<file path="config.mk">
export PLATFORM = sky130hd
export DESIGN_NAME = port_two_three_gpio
export DESIGN_NICKNAME = d
export VERILOG_FILES = /design/src/rtl/port_gpio_pkg.sv /design/src/rtl/pin_cell.sv /design/src/rtl/port_two_three_gpio.sv
export SDC_FILE = /design/constraint.sdc
export NUM_CORES = 1
export LEC_CHECK = 0
export CAP_MARGIN = 20
export CORE_MARGIN = 1
export CORE_UTILIZATION = 31
export CTS_CLUSTER_SIZE = 16
export DETAILED_ROUTE_END_ITERATION = 8
export DONT_BUFFER_PORTS = 1
export HOLD_SLACK_MARGIN = 0.05
export SYNTH_ARGS = -nofsm -noshare
export SYNTH_HDL_FRONTEND = slang
export SYNTH_SLANG_ARGS = --single-unit
</file>
<file path="constraint.sdc">
create_clock -name sys_clk -period 7.65 [get_ports sys_clk]
set_input_delay 1.1475 -clock sys_clk [delete_from_list [all_inputs] [get_ports sys_clk]]
set_output_delay 1.1475 -clock sys_clk [all_outputs]
set_load 0.005 [all_outputs]
</file>
<file path="src/rtl/port_gpio_pkg.sv">
// Purpose: Constants shared by the port two and port three pin logic.
// Assumes: Registers are reached over the processor core's special
//   function register port with an 8-bit address and 8-bit data.
// Notes: Offsets are the special function register addresses.
package port_gpio_pkg;

  // Width of one port and of the register data path.
  localparam int PORT_WIDTH = 8;
  // Width of the special function register address.
  localparam int ADDR_WIDTH = 8;

  // Register addresses.
  localparam logic [7:0] ADDR_TWO_LATCH = 8'hA0;
  localparam logic [7:0] ADDR_TWO_DRIVE = 8'hA6;
  localparam logic [7:0] ADDR_THREE_DRIVE = 8'hA7;
  localparam logic [7:0] ADDR_THREE_LATCH = 8'hB0;
  localparam logic [7:0] ADDR_TWO_MODE = 8'hF3;
  localparam logic [7:0] ADDR_THREE_MODE = 8'hF4;

  // Reset values.
  localparam logic [7:0] RESET_LATCH = 8'hFF;
  localparam logic [7:0] RESET_DRIVE = 8'h00;
  localparam logic [7:0] RESET_MODE = 8'hFF;
  // Value returned for unmapped addresses and analog pins.
  localparam logic [7:0] READ_ZERO = 8'h00;

  // Bit address split: upper five bits pick the byte, lower three the bit.
  localparam int BIT_SEL_WIDTH = 3;

endpackage : port_gpio_pkg

</file>
<file path="src/rtl/pin_cell.sv">
// Purpose: One port pin: output stage and two-flop input synchroniser.
// Assumes: Pin level arrives asynchronously from the pad.
// Notes: The first synchroniser flop feeds only the second.
module pin_cell
(
  input wire logic sys_clk,
  input wire logic rst,
  input wire logic clkEn,
  input wire logic latchBit,
  input wire logic pushPull,
  input wire logic digitalEn,
  input wire logic padIn,
  output logic padOut,
  output logic padOe,
  output logic pinLevel
);

  // Synchroniser stages.
  logic syncFirst_reg;
  logic syncSecond_reg;

  // Output stage: low drives 0, high drives 1 only when push-pull.
  always_ff @(posedge sys_clk or posedge rst)
  begin
    if (rst)
    begin
      padOut <= 1'b1;
      padOe <= 1'b0;
    end
    else if (clkEn)
    begin
      padOut <= latchBit;
      padOe <= ~latchBit | pushPull;
    end
  end

  // Input path: two flops, then masked by the digital input enable into a third flop.
  always_ff @(posedge sys_clk or posedge rst)
  begin
    if (rst)
    begin
      syncFirst_reg <= 1'b0;
      syncSecond_reg <= 1'b0;
      pinLevel <= 1'b0;
    end
    else if (clkEn)
    begin
      syncFirst_reg <= padIn;
      syncSecond_reg <= syncFirst_reg;
      pinLevel <= syncSecond_reg & digitalEn;
    end
  end

endmodule : pin_cell

</file>
<file path="src/rtl/port_two_three_gpio.sv">
// Purpose: Port two and port three general-purpose pin logic with its
//   six special function registers.
// Assumes: The core gives byte strobes, bit strobes and a flag for
//   read-modify-write reads on the same clock.
// Notes: Port two pin outputs take the crossbar selection from outside.
module port_two_three_gpio
  import port_gpio_pkg::*;
#(
  parameter int WIDTH = port_gpio_pkg::PORT_WIDTH
)
(
  input wire logic sys_clk,
  input wire logic rst,
  input wire logic clkEn,
  input wire logic [port_gpio_pkg::ADDR_WIDTH-1:0] sfrAddr,
  input wire logic sfrWrite,
  input wire logic sfrRead,
  input wire logic sfrBitWrite,
  input wire logic sfrBitValue,
  input wire logic sfrRmwRead,
  input wire logic [WIDTH-1:0] sfrWdata,
  output logic [WIDTH-1:0] sfrRdata,
  input wire logic [WIDTH-1:0] crossbarSel,
  input wire logic [WIDTH-1:0] crossbarOut,
  input wire logic [WIDTH-1:0] portTwoIn,
  output logic [WIDTH-1:0] portTwoOut,
  output logic [WIDTH-1:0] portTwoOe,
  input wire logic [WIDTH-1:0] portThreeIn,
  output logic [WIDTH-1:0] portThreeOut,
  output logic [WIDTH-1:0] portThreeOe,
  output logic [WIDTH-1:0] portTwoAnalog,
  output logic [WIDTH-1:0] portThreeAnalog
);

  // The byte and bit decode assumes exactly eight pins per port, so any
  // other width is refused while the design is elaborated.
  if (WIDTH != PORT_WIDTH)
  begin : g_width_check
    $error("port width must equal eight");
  end

  // Stored registers.
  logic [WIDTH-1:0] portTwoLatch_reg;
  logic [WIDTH-1:0] portThreeLatch_reg;
  logic [WIDTH-1:0] portTwoDrive_reg;
  logic [WIDTH-1:0] portThreeDrive_reg;
  logic [WIDTH-1:0] portTwoMode_reg;
  logic [WIDTH-1:0] portThreeMode_reg;
  // Synchronised, masked pin levels.
  logic [WIDTH-1:0] portTwoLevel;
  logic [WIDTH-1:0] portThreeLevel;
  // Per-pin latch value after the crossbar on port two.
  logic [WIDTH-1:0] portTwoSource;
  // Next value of the read data register.
  logic [WIDTH-1:0] sfrRdata_next;

  // Byte address of a bit write: bit address with the bit index cleared.
  function automatic logic [ADDR_WIDTH-1:0] bitByte
    (input logic [ADDR_WIDTH-1:0] addr);
    bitByte = {addr[ADDR_WIDTH-1:BIT_SEL_WIDTH], {BIT_SEL_WIDTH{1'b0}}};
  endfunction : bitByte

  // Applies a byte or single-bit write to one latch.
  function automatic logic [WIDTH-1:0] latchWrite
    (input logic [WIDTH-1:0] cur, input logic [ADDR_WIDTH-1:0] base);
    logic [WIDTH-1:0] res;
    res = cur;
    if (sfrWrite && sfrAddr == base)
      res = sfrWdata;
    else if (sfrBitWrite && bitByte(sfrAddr) == base)
      res[sfrAddr[BIT_SEL_WIDTH-1:0]] = sfrBitValue;
    latchWrite = res;
  endfunction : latchWrite

  // Port latches, byte and bit addressable.
  always_ff @(posedge sys_clk or posedge rst)
  begin
    if (rst)
    begin
      portTwoLatch_reg <= RESET_LATCH;
      portThreeLatch_reg <= RESET_LATCH;
    end
    else if (clkEn)
    begin
      portTwoLatch_reg <= latchWrite(portTwoLatch_reg, ADDR_TWO_LATCH);
      portThreeLatch_reg <= latchWrite(portThreeLatch_reg,
                                       ADDR_THREE_LATCH);
    end
  end

  // Drive select and input mode registers, byte writes only.
  always_ff @(posedge sys_clk or posedge rst)
  begin
    if (rst)
    begin
      portTwoDrive_reg <= RESET_DRIVE;
      portThreeDrive_reg <= RESET_DRIVE;
      portTwoMode_reg <= RESET_MODE;
      portThreeMode_reg <= RESET_MODE;
    end
    else if (clkEn && sfrWrite)
    begin
      if (sfrAddr == ADDR_TWO_DRIVE)
        portTwoDrive_reg <= sfrWdata;
      if (sfrAddr == ADDR_THREE_DRIVE)
        portThreeDrive_reg <= sfrWdata;
      if (sfrAddr == ADDR_TWO_MODE)
        portTwoMode_reg <= sfrWdata;
      if (sfrAddr == ADDR_THREE_MODE)
        portThreeMode_reg <= sfrWdata;
    end
  end

  // Read mux: pins for plain reads, latch for read-modify-write.
  always_comb
  begin
    sfrRdata_next = READ_ZERO;
    case (sfrAddr)
      ADDR_TWO_LATCH:
        sfrRdata_next = sfrRmwRead ? portTwoLatch_reg
                                   : portTwoLevel;
      ADDR_THREE_LATCH:
        sfrRdata_next = sfrRmwRead ? portThreeLatch_reg
                                   : portThreeLevel;
      ADDR_TWO_DRIVE: sfrRdata_next = portTwoDrive_reg;
      ADDR_THREE_DRIVE: sfrRdata_next = portThreeDrive_reg;
      ADDR_TWO_MODE: sfrRdata_next = portTwoMode_reg;
      ADDR_THREE_MODE: sfrRdata_next = portThreeMode_reg;
      default: sfrRdata_next = READ_ZERO;
    endcase
  end

  // Read data register, answered one cycle after the read strobe.
  always_ff @(posedge sys_clk or posedge rst)
  begin
    if (rst)
      sfrRdata <= READ_ZERO;
    else if (clkEn && sfrRead)
      sfrRdata <= sfrRdata_next;
  end

  // Analog flags: registered inverse of the mode bits.
  always_ff @(posedge sys_clk or posedge rst)
  begin
    if (rst)
    begin
      portTwoAnalog <= ~RESET_MODE;
      portThreeAnalog <= ~RESET_MODE;
    end
    else if (clkEn)
    begin
      portTwoAnalog <= ~portTwoMode_reg;
      portThreeAnalog <= ~portThreeMode_reg;
    end
  end

  // Crossbar: a selected pin carries the latch, others the peripheral.
  assign portTwoSource = (portTwoLatch_reg & crossbarSel) |
                         (crossbarOut & ~crossbarSel);

  // One cell per pin; bit n of each register serves pin n.
  genvar n;
  generate
    for (n = 0; n < WIDTH; n++)
    begin : g_pin
      pin_cell u_two
      (
        .sys_clk(sys_clk),
        .rst(rst),
        .clkEn(clkEn),
        .latchBit(portTwoSource[n]),
        .pushPull(portTwoDrive_reg[n]),
        .digitalEn(portTwoMode_reg[n]),
        .padIn(portTwoIn[n]),
        .padOut(portTwoOut[n]),
        .padOe(portTwoOe[n]),
        .pinLevel(portTwoLevel[n])
      );
      pin_cell u_three
      (
        .sys_clk(sys_clk),
        .rst(rst),
        .clkEn(clkEn),
        .latchBit(portThreeLatch_reg[n]),
        .pushPull(portThreeDrive_reg[n]),
        .digitalEn(portThreeMode_reg[n]),
        .padIn(portThreeIn[n]),
        .padOut(portThreeOut[n]),
        .padOe(portThreeOe[n]),
        .pinLevel(portThreeLevel[n])
      );
    end
  endgenerate
endmodule : port_two_three_gpio

</file>
==> Word level (Yosys, flattened, before mapping) <==
Cells that the tools add are included.
{ "totals": {"in_bits": 56, "wordCells": 179, "regBits": 152} }
{ "classes": {"bitwise_logic": 54, "n_reduce_logical": 15, "n_eq_ne": 8, "order_cmp": 2, "muxes": 11} }
{ "op_table": {"columns": ["cell", "n"], "rows": [
  ["8-bit equality test, second input constant", 6],
  ["8-bit 2-to-1 mux", 6],
  ["8-bit case mux with 6 select lines", 1],
  ["8-bit NOT", 3],
  ["1-bit AND", 16],
  ["8-bit AND", 2],
  ["8-bit bitwise mux", 2],
  ["1-bit NOT", 16],
  ["1-bit OR", 16],
  ["2-bit AND reduction", 6],
  ["5-bit equality test, second input constant", 2],
  ["8-bit OR", 1],
  ["1-bit logical AND", 7],
  ["3-bit by 4-bit less-than comparator with 1-bit output, second input constant", 1],
  ["2-bit nonzero test", 2],
  ["1-bit demux with 3-bit select", 1],
  ["3-bit by 1-bit >= comparator with 1-bit output, second input constant", 1],
  ["1-bit 2-to-1 mux", 1]
]} }

==> Longest topological paths before layout <==
Gate-level depths: netlist of the first run.
{ "depth": {"word_depth": 7, "mapped_depth": 7, "ltp_nobuf": 4} }

==> Cells and area by module <==
A second synthesis of the first run with hierarchy kept.
{ "hier_totals": {"hier_cells": 579, "hier_area_um2": 6867.8} }
{ "modules_own_cells": {"columns": ["module", "n_inst", "cells_per_inst", "area_each_um2", "seq_area_each_um2"], "rows": [
  ["port_two_three_gpio", 1, 339, 3865.0, 1841.8],
  ["pin_cell", 16, 15, 187.7, 126.4]
]} }

==> Worst setup path before layout of the first run <==
No wires, ideal clock.
{ "synth_path": {"path_kind": "input port to flip-flop", "from": "in sfrAddr[2] in the netlist's numbering", "to": "reg portThreeLatch_reg[0]", "path_buffers": 2, "t_required_ns": 7.568, "path_stages": 6, "setup_ns": 0.082, "path_slack_ns": 4.968, "t_arrival_ns": 2.599, "path_cell_list": "buf_4 nor4_4 and3_1 buf_6 mux2_4 mux2_4"} }
{ "synth_via": {"elab_chain_cells": 7} }
{ "synth_rtl": {"columns": ["element", "line_no", "rtl"], "rows": [
  ["start, declared", "port_two_three_gpio.sv:15", "input wire logic [port_gpio_pkg::ADDR_WIDTH-1:0] sfrAddr,"],
  ["3-bit by 4-bit less-than comparator with 1-bit output (implied by the code) / 3-bit by 1-bit >= comparator with 1-bit output (equally long branches)", "port_two_three_gpio.sv:71", "res[sfrAddr[BIT_SEL_WIDTH-1:0]] = sfrBitValue;"],
  ["1-bit logical AND (implied by the code)", "port_two_three_gpio.sv:71", null],
  ["1-bit 2-to-1 mux (implied by the code)", "port_two_three_gpio.sv:71", null],
  ["1-bit demux with 3-bit select", "port_two_three_gpio.sv:71", null],
  ["8-bit bitwise mux", "port_two_three_gpio.sv:71", null],
  ["8-bit 2-to-1 mux", "port_two_three_gpio.sv:70", "else if (sfrBitWrite && bitByte(sfrAddr) == base)"],
  ["8-bit 2-to-1 mux", "port_two_three_gpio.sv:68", "if (sfrWrite && sfrAddr == base)"],
  ["end signal, assigned", "port_two_three_gpio.sv:86", "portThreeLatch_reg <= latchWrite(portThreeLatch_reg,"],
  ["end, declared", "port_two_three_gpio.sv:44", "logic [WIDTH-1:0] portThreeLatch_reg;"]
]} }
Several ways; a longest one is shown, not always the timed one. The select of a mux whose other input is x is not followed.
A chain may end at the register's enable or synchronous reset.

==> Final worst setup path of the first run <==
{ "layout_path": {"from": "in sfrAddr[1] in the netlist's numbering", "to": "reg portThreeMode_reg[1]"} }
{ "layout_via": {"elab_chain_cells": 2} }
{ "layout_rtl": {"columns": ["element", "line_no", "rtl"], "rows": [
  ["8-bit equality test", "port_two_three_gpio.sv:109", "if (sfrAddr == ADDR_THREE_MODE)"],
  ["2-bit AND reduction (no source line)", null, null],
  ["end signal, assigned", "port_two_three_gpio.sv:110", "portThreeMode_reg <= sfrWdata;"],
  ["end, declared", "port_two_three_gpio.sv:48", "logic [WIDTH-1:0] portThreeMode_reg;"]
]} }
No other way between the ends.

==> results of run 1 <==
-- placed cells by master, fill, tap and decap left out, types with 3 or more instances in the layout --
master / count
sky130_fd_sc_hd__clkinv_4: 5
sky130_fd_sc_hd__dfrtp_1: 104
sky130_fd_sc_hd__clkbuf_16: 17
sky130_fd_sc_hd__a22oi_1: 11
sky130_fd_sc_hd__a32oi_1: 3
sky130_fd_sc_hd__o22a_1: 6
sky130_fd_sc_hd__nand2_1: 14
sky130_fd_sc_hd__o21ai_0: 36
sky130_fd_sc_hd__a21oi_1: 38
sky130_fd_sc_hd__nor2_1: 42
sky130_fd_sc_hd__mux2_2: 69
sky130_fd_sc_hd__nor4_4: 3
sky130_fd_sc_hd__a31oi_1: 14
sky130_fd_sc_hd__mux4_2: 5
sky130_fd_sc_hd__nor4_1: 5
sky130_fd_sc_hd__o22ai_1: 9
sky130_fd_sc_hd__mux2i_1: 28
sky130_fd_sc_hd__and3_1: 5
sky130_fd_sc_hd__dfstp_2: 48
sky130_fd_sc_hd__mux2_4: 4
sky130_fd_sc_hd__nand3b_1: 4
sky130_fd_sc_hd__inv_1: 48
sky130_fd_sc_hd__nand3_1: 20
-- cell usage after synthesis, drive strengths merged (3+ instances only) --
cell type,instances
dfrtp,104
mux2,73
buf,51
inv,49
dfstp,48
nor2,42
a21oi,38
o21ai,36
mux2i,28
nand3,20
clkbuf,17
a31oi,14
nand2,14
a22oi,11
o22ai,9
nor4,8
o22a,6
and3,5
mux4,5
nand3b,5
a32oi,3
-- worst max path at each step --
stage | start | to | slack [ns]
2_1_floorplan | rst | g_pin[0].u_three.padOe$_DFFE_PP0P_ | 2.49
3_3_place_gp | sfrAddr[6] | portThreeLatch_reg[0]$_DFFE_PP1P_ | 4.73
3_5_place_dp | sfrAddr[1] | portThreeMode_reg[3]$_DFFE_PP1P_ | 4.66
4_1_cts | sfrAddr[1] | portThreeMode_reg[1]$_DFFE_PP1P_ | 5.08
5_1_grt | sfrAddr[1] | portThreeMode_reg[4]$_DFFE_PP1P_ | 5.03
6_report | sfrAddr[1] | portThreeMode_reg[1]$_DFFE_PP1P_ | 5.12
-- critical path: cells and delay by family --
kind	cells	cell delay, ns
muxes	1	0.41
and+or+nand+nor	3	1.32
-- through the flow --
| stage | instance area [sq um] | instances | power (uW) | setup slack (ns) |
|---|---|---|---|---|
| after CTS | 7720 | 869 | 1870 | 5.08 |
| after detailed placement | 7130 | 837 | 1020 | 4.66 |
| final | 7730 | 870 | 1850 | 5.12 |
| after global routing | 7730 | 870 | 1930 | 5.03 |
| after global placement | 7130 | 837 | 1020 | 4.73 |
| after floorplan | 7190 | 619 | 1020 | 2.49 |
-- logic make-up (layout without fill, tap and decap cells) --
group           Yosys count  count (layout)  share of synthesized area, %
compound gates          129             129                          10.8
buf+inv                 117              83                          8.48
flops                   152             152                          53.8
mux                     106             106                          17.1
simple gates            115             115                          9.87
-- metal layers --
| layer | GRT usage, % | up-vias | part of all wire, % | wire (um) |
|---|---|---|---|---|
| met3 | 6.14 | 19 | 8.8 | 1550 |
| met1 | 20.5 | 2250 | 45 | 7890 |
| met5 | 0 | - | 0 | 0 |
| met4 | 4.71 | 0 | 1.5 | 263 |
| li1 | - | 2068 | - | - |
| met2 | 22.8 | 154 | 45 | 7840 |
-- power groups by stage --
stage / Combinational [uW] / Sequential (uW) / Clock [uW]
floorplan: 125 / 899 / 0
global placement: 99.0 / 920 / 0
detailed placement: 101 / 921 / 0
CTS: 102 / 907 / 866
global route: 113 / 913 / 902
finish: 99.4 / 905 / 841
-- area by class of cell --
class                           count  area, sq um
Fill cell                        2241        15000
Sequential cell                   152         3860
Multi-Input combinational cell    350         2720
Clock buffer                       20          447
Tap cell                          285          357
Inverter                           49          189
Clock inverter                     12          144
Timing Repair Buffer                2         15.0
==> results.toml, run 1 <==
[clock_network]
cts_tree = "built"
h-tree-depth = 4
clock_latency_ns = 0.42
post_cts_buffers = 0
clock_tree.buffer_depth = 2
path_clk_slew_ns = 0.06
cell_at_the_root_of_the_clock_tree = "sky130_fd_sc_hd__clkbuf_16"
cts_hold_buf = 0
tritoncts.num_buffers = 17
post_cts.resized_instances = 0
tritoncts_num_sinks = 152

[worst_setup_path]
longest_individual_stage_delay_on_the_worst_path_ns = 0.66
max_fo_critical_path = 20
worst_r2r_startpoint = "portThreeMode_reg[5]$_DFFE_PP1P_"
critical_path.startpoint_type = "input pin"
critPathCaptureType = "register"
r2r.worst_path.cells = 4
regToRegEndpoint = "sfrRdata[5]$_DFFE_PP0P_"
ff2ff_setup_slack_ns = 6.00
critical_path_class = "in2reg"
critPathSlowestCell = "sky130_fd_sc_hd__nor2b_1"
cp_data_arrival_time_ns = 2.88
critical_path_cell_list = "and2b_1, nor4b_4, nor2b_1, mux2_2"
crit_required_ns = 8.00

[place]
hpwlAfterDp_um = 12400
place_congestion = 0.819
io_buffers = 0

[detailed_routing]
post-route-drc-count = 0
drt-wirelength-per-cell_um = 20.2
ant_nets = 0
num_vias = 4491
drt_wl_total_um = 17500
drtPass1Iterations = 5
vias_per_cell = 5.16
first_iter_violations = 405

[logic_synthesis]
ys_flop_type = "sky130_fd_sc_hd__dfrtp_1"
number_of_enable_type_register_cells_in_the_synthesized_netlist = 0
postSynthNetCount = 675
synth.yosys.seq_area_share_pct = 53.8
yosys-top-cells-area = "sky130_fd_sc_hd__dfrtp_1 36%, sky130_fd_sc_hd__dfstp_2 18%, sky130_fd_sc_hd__mux2_2 11%"
ys_seq_elements = 152
yosysTopAreaCellShare_pct = 36.2
synth_async_reset_ratio_pct = 100
post_synth.cell_area_avg_sq_um = 11.6
synth.lib_cells_used.distinct = 53
yosys_warnings = 0
synth.largest_area_cell = "sky130_fd_sc_hd__dfrtp_1"
syn_area_sq_um = 7190
synthCells = 619

[global_route]
grt_usage_pct = 15.4
global_route_wire_length_before_repair_um = 27300
number_of_antenna_violations_at_the_first_check_in_global_routing = 0
vias_in_the_first_global_route = 4453
largest_net_degree_at_the_start_of_global_routing = 144
gr-total-overflow = 0

[finish]
final_util_pct = 34.0
n_antenna_cell = 0
drive_gt1_share_pct = 28.9
flow.area_growth_from_synthesis_pct = 7.54
final_nets = 628

[timing]
setup-violations-final = 0
max_slew_margin_pct = 34.1
timing.clock.skew_ns = 0.0134
setup_repair_after_global_routing_missed_its_margin = "no"
achievable-frequency_mhz = 395
worstMarginPinSlew_ns = 0.987
period_minus_slack_ns = 2.53
holdWs_ns = 0.483
setup-tns-final_ns = 0
hold_viol_final = 0
max_slew_vio_count = 0
final.period_utilization_pct = 33.1

[outcome]
status = "complete, no violations"

[floorplanning]
floorplan.rows = 55
die_height_um = 154
boundaryPins = 112
die_width_um = 154
fp.dieArea_sq_um = 23800
core_area_sq_um = 22700
initial_utilization_pct = 31.7

[power_and_ir_drop]
seq_power_share_pct = 49.1
netSwitchingPower_uw = 434
comb_power_share_pct = 5.4
clock_share_of_power_pct = 45.6
total_leakage_power_uw = 0.00322
cellPowerDensity_nw_per_um2 = 239
switching_power_as_a_share_of_total_power_pct = 23.5
intPower_uw = 1410
irDropWorstVdd_mv = 0.129

[hold_path]
holdCritStartpoint = "g_pin[0].u_three.padOut$_DFFE_PP1P_"
min-delay-path-class = "reg2reg"
worst_hold_stages = 2
whs_endpoint = "g_pin[0].u_three.padOut$_DFFE_PP1P_"

[flow_run]
cap_viol_max_count = 0
Note: power is estimated with default switching activity, not from simulation.
==> run 2: changes to the inputs <==
clock period = 2.1 ns   (was 7.65 ns; I/O delays follow)
==> results.toml, run 2 (synthesis results as in run 1) <==
[global_route]
vias_in_the_first_global_route = 4720
global_route_wire_length_before_repair_um = 30800
largest_net_degree_at_the_start_of_global_routing = 74
number_of_antenna_violations_at_the_first_check_in_global_routing = 1
gr-total-overflow = 0
grt_usage_pct = 17.8

[clock_network]
clock_latency_ns = 0.43
cell_at_the_root_of_the_clock_tree = "sky130_fd_sc_hd__clkbuf_16"
clock_tree.buffer_depth = 2
path_clk_slew_ns = 0.07
h-tree-depth = 4
tritoncts_num_sinks = 152
post_cts_buffers = 0
cts_tree = "built"
tritoncts.num_buffers = 17

[finish]
design_area_sq_um = 8220
n_antenna_cell = 0
final_cell_mix = "104 x sky130_fd_sc_hd__dfrtp_1, 69 x sky130_fd_sc_hd__mux2_2, 48 x sky130_fd_sc_hd__inv_1, 48 x sky130_fd_sc_hd__dfstp_2, 42 x sky130_fd_sc_hd__nor2_1"
final_nets = 675
drive_gt1_share_pct = 29.6
stdcell_count = 917
flow.area_growth_from_synthesis_pct = 14.3
final_common_cell = "sky130_fd_sc_hd__dfrtp_1"
final_util_pct = 36.2

[timing]
timing.clock.skew_ns = 0.00735
achievable-frequency_mhz = 622
hold_viol_final = 0
setup-violations-final = 0
max_slew_vio_count = 0
max_slew_margin_pct = 56.0
setup_repair_after_global_routing_missed_its_margin = "no"
period_minus_slack_ns = 1.61
worst_slack_ns = 0.492
worstMarginPinSlew_ns = 0.658
final.period_utilization_pct = 76.6

[worst_setup_path]
cp_top_family = "flip-flops"
longest_individual_stage_delay_on_the_worst_path_ns = 0.56
ff2ff_setup_slack_ns = 0.49
critPathSlowestCell = "sky130_fd_sc_hd__dfstp_2"
crit_required_ns = 2.44
path_buf_inv = 0
critical_path.startpoint_type = "register"
critical_path_class = "reg2reg"
critPathCaptureType = "register"
critical_path_cell_list = "or4bb_1, a211oi_1, a21oi_1, a31oi_1"
max_fo_critical_path = 4
cp_data_arrival_time_ns = 1.95

[power_and_ir_drop]
irDropWorstVdd_mv = 0.469
cellPowerDensity_nw_per_um2 = 835
total_leakage_power_uw = 0.00346
fin_total_pwr_uw = 6860

[floorplanning]
die_width_um = 154
initial_utilization_pct = 31.7
fp.dieArea_sq_um = 23800
core_area_sq_um = 22700
boundaryPins = 112
die_height_um = 154
floorplan.rows = 55

[outcome]
status = "complete, no violations"

[detailed_routing]
vias_per_cell = 5.14
drt-wirelength-per-cell_um = 22.2
post-route-drc-count = 0
ant_nets = 0
num_vias = 4711
drt_wl_total_um = 20300
first_iter_violations = 382
drtPass1Iterations = 5

[place]
place_worst_setup_slack_ns = 0.352
io_buffers = 0
hpwlAfterDp_um = 12900
place_congestion = 0.863
number_of_cells_after_detailed_placement = 852
place_area_sq_um = 7270

[flow_run]
cap_viol_max_count = 0

[hold_path]
min-delay-path-class = "in2reg"
-- run 2: repair_timing --
item,4_1_cts,5_1_grt
resized for setup,0,0
hold buffers,33,0
hold endpoints to repair,118,0
-- run 2: layout make-up --
| type | count | area [sq um] |
|---|---|---|
| inverters | 49 | 188 |
| clock buffers | 19 | 453 |
| fillers | 2240 | 14500 |
| repair buffers | 49 | 503 |
| clock inverters | 13 | 138 |
| well taps | 285 | 357 |
| flip-flops and latches | 152 | 3860 |
| multi-input cells | 350 | 2720 |
-- run 2: final timing paths --
| path | from | to | cells past startpoint |
|---|---|---|---|
| max | portThreeMode_reg[5]$_DFFE_PP1P_ | sfrRdata[5]$_DFFE_PP0P_ | 4 |
| min | sfrWdata[2] | portThreeLatch_reg[2]$_DFFE_PP1P_ | 2 |
| max reg2reg | portThreeMode_reg[5]$_DFFE_PP1P_ | sfrRdata[5]$_DFFE_PP0P_ | 4 |
| min reg2reg | g_pin[5].u_three.padOut$_DFFE_PP1P_ | g_pin[5].u_three.padOut$_DFFE_PP1P_ | 2 |
| max in group asynchronous | rst | portThreeMode_reg[4]$_DFFE_PP1P_ | 3 |
| min in group asynchronous | rst | g_pin[4].u_two.pinLevel$_DFFE_PP0P_ | 2 |
-- run 2: report_power, final --
group	switching, uW	internal [uW]
registers	150	3150
logic	257	250
clock network	1320	1730
-- run 2: routing by layer --
layer | up-vias | part of all wire (%) | global-route usage, %
met1 | 2358 | 45 | 23.9
met2 | 153 | 45 | 27.1
li1 | 2178 | - | -
met4 | 2 | 1.9 | 5.09
met5 | - | 0.059 | 0
met3 | 20 | 7.5 | 6.30
-- run 2: through the flow --
step	TNS (ns)	hold WS [ns]
global placement	0	0.310
CTS	0	0.0506
floorplan	-9.65	0.424
global route	0	0.0629
detailed placement	0	0.310
finish	0	0.0743
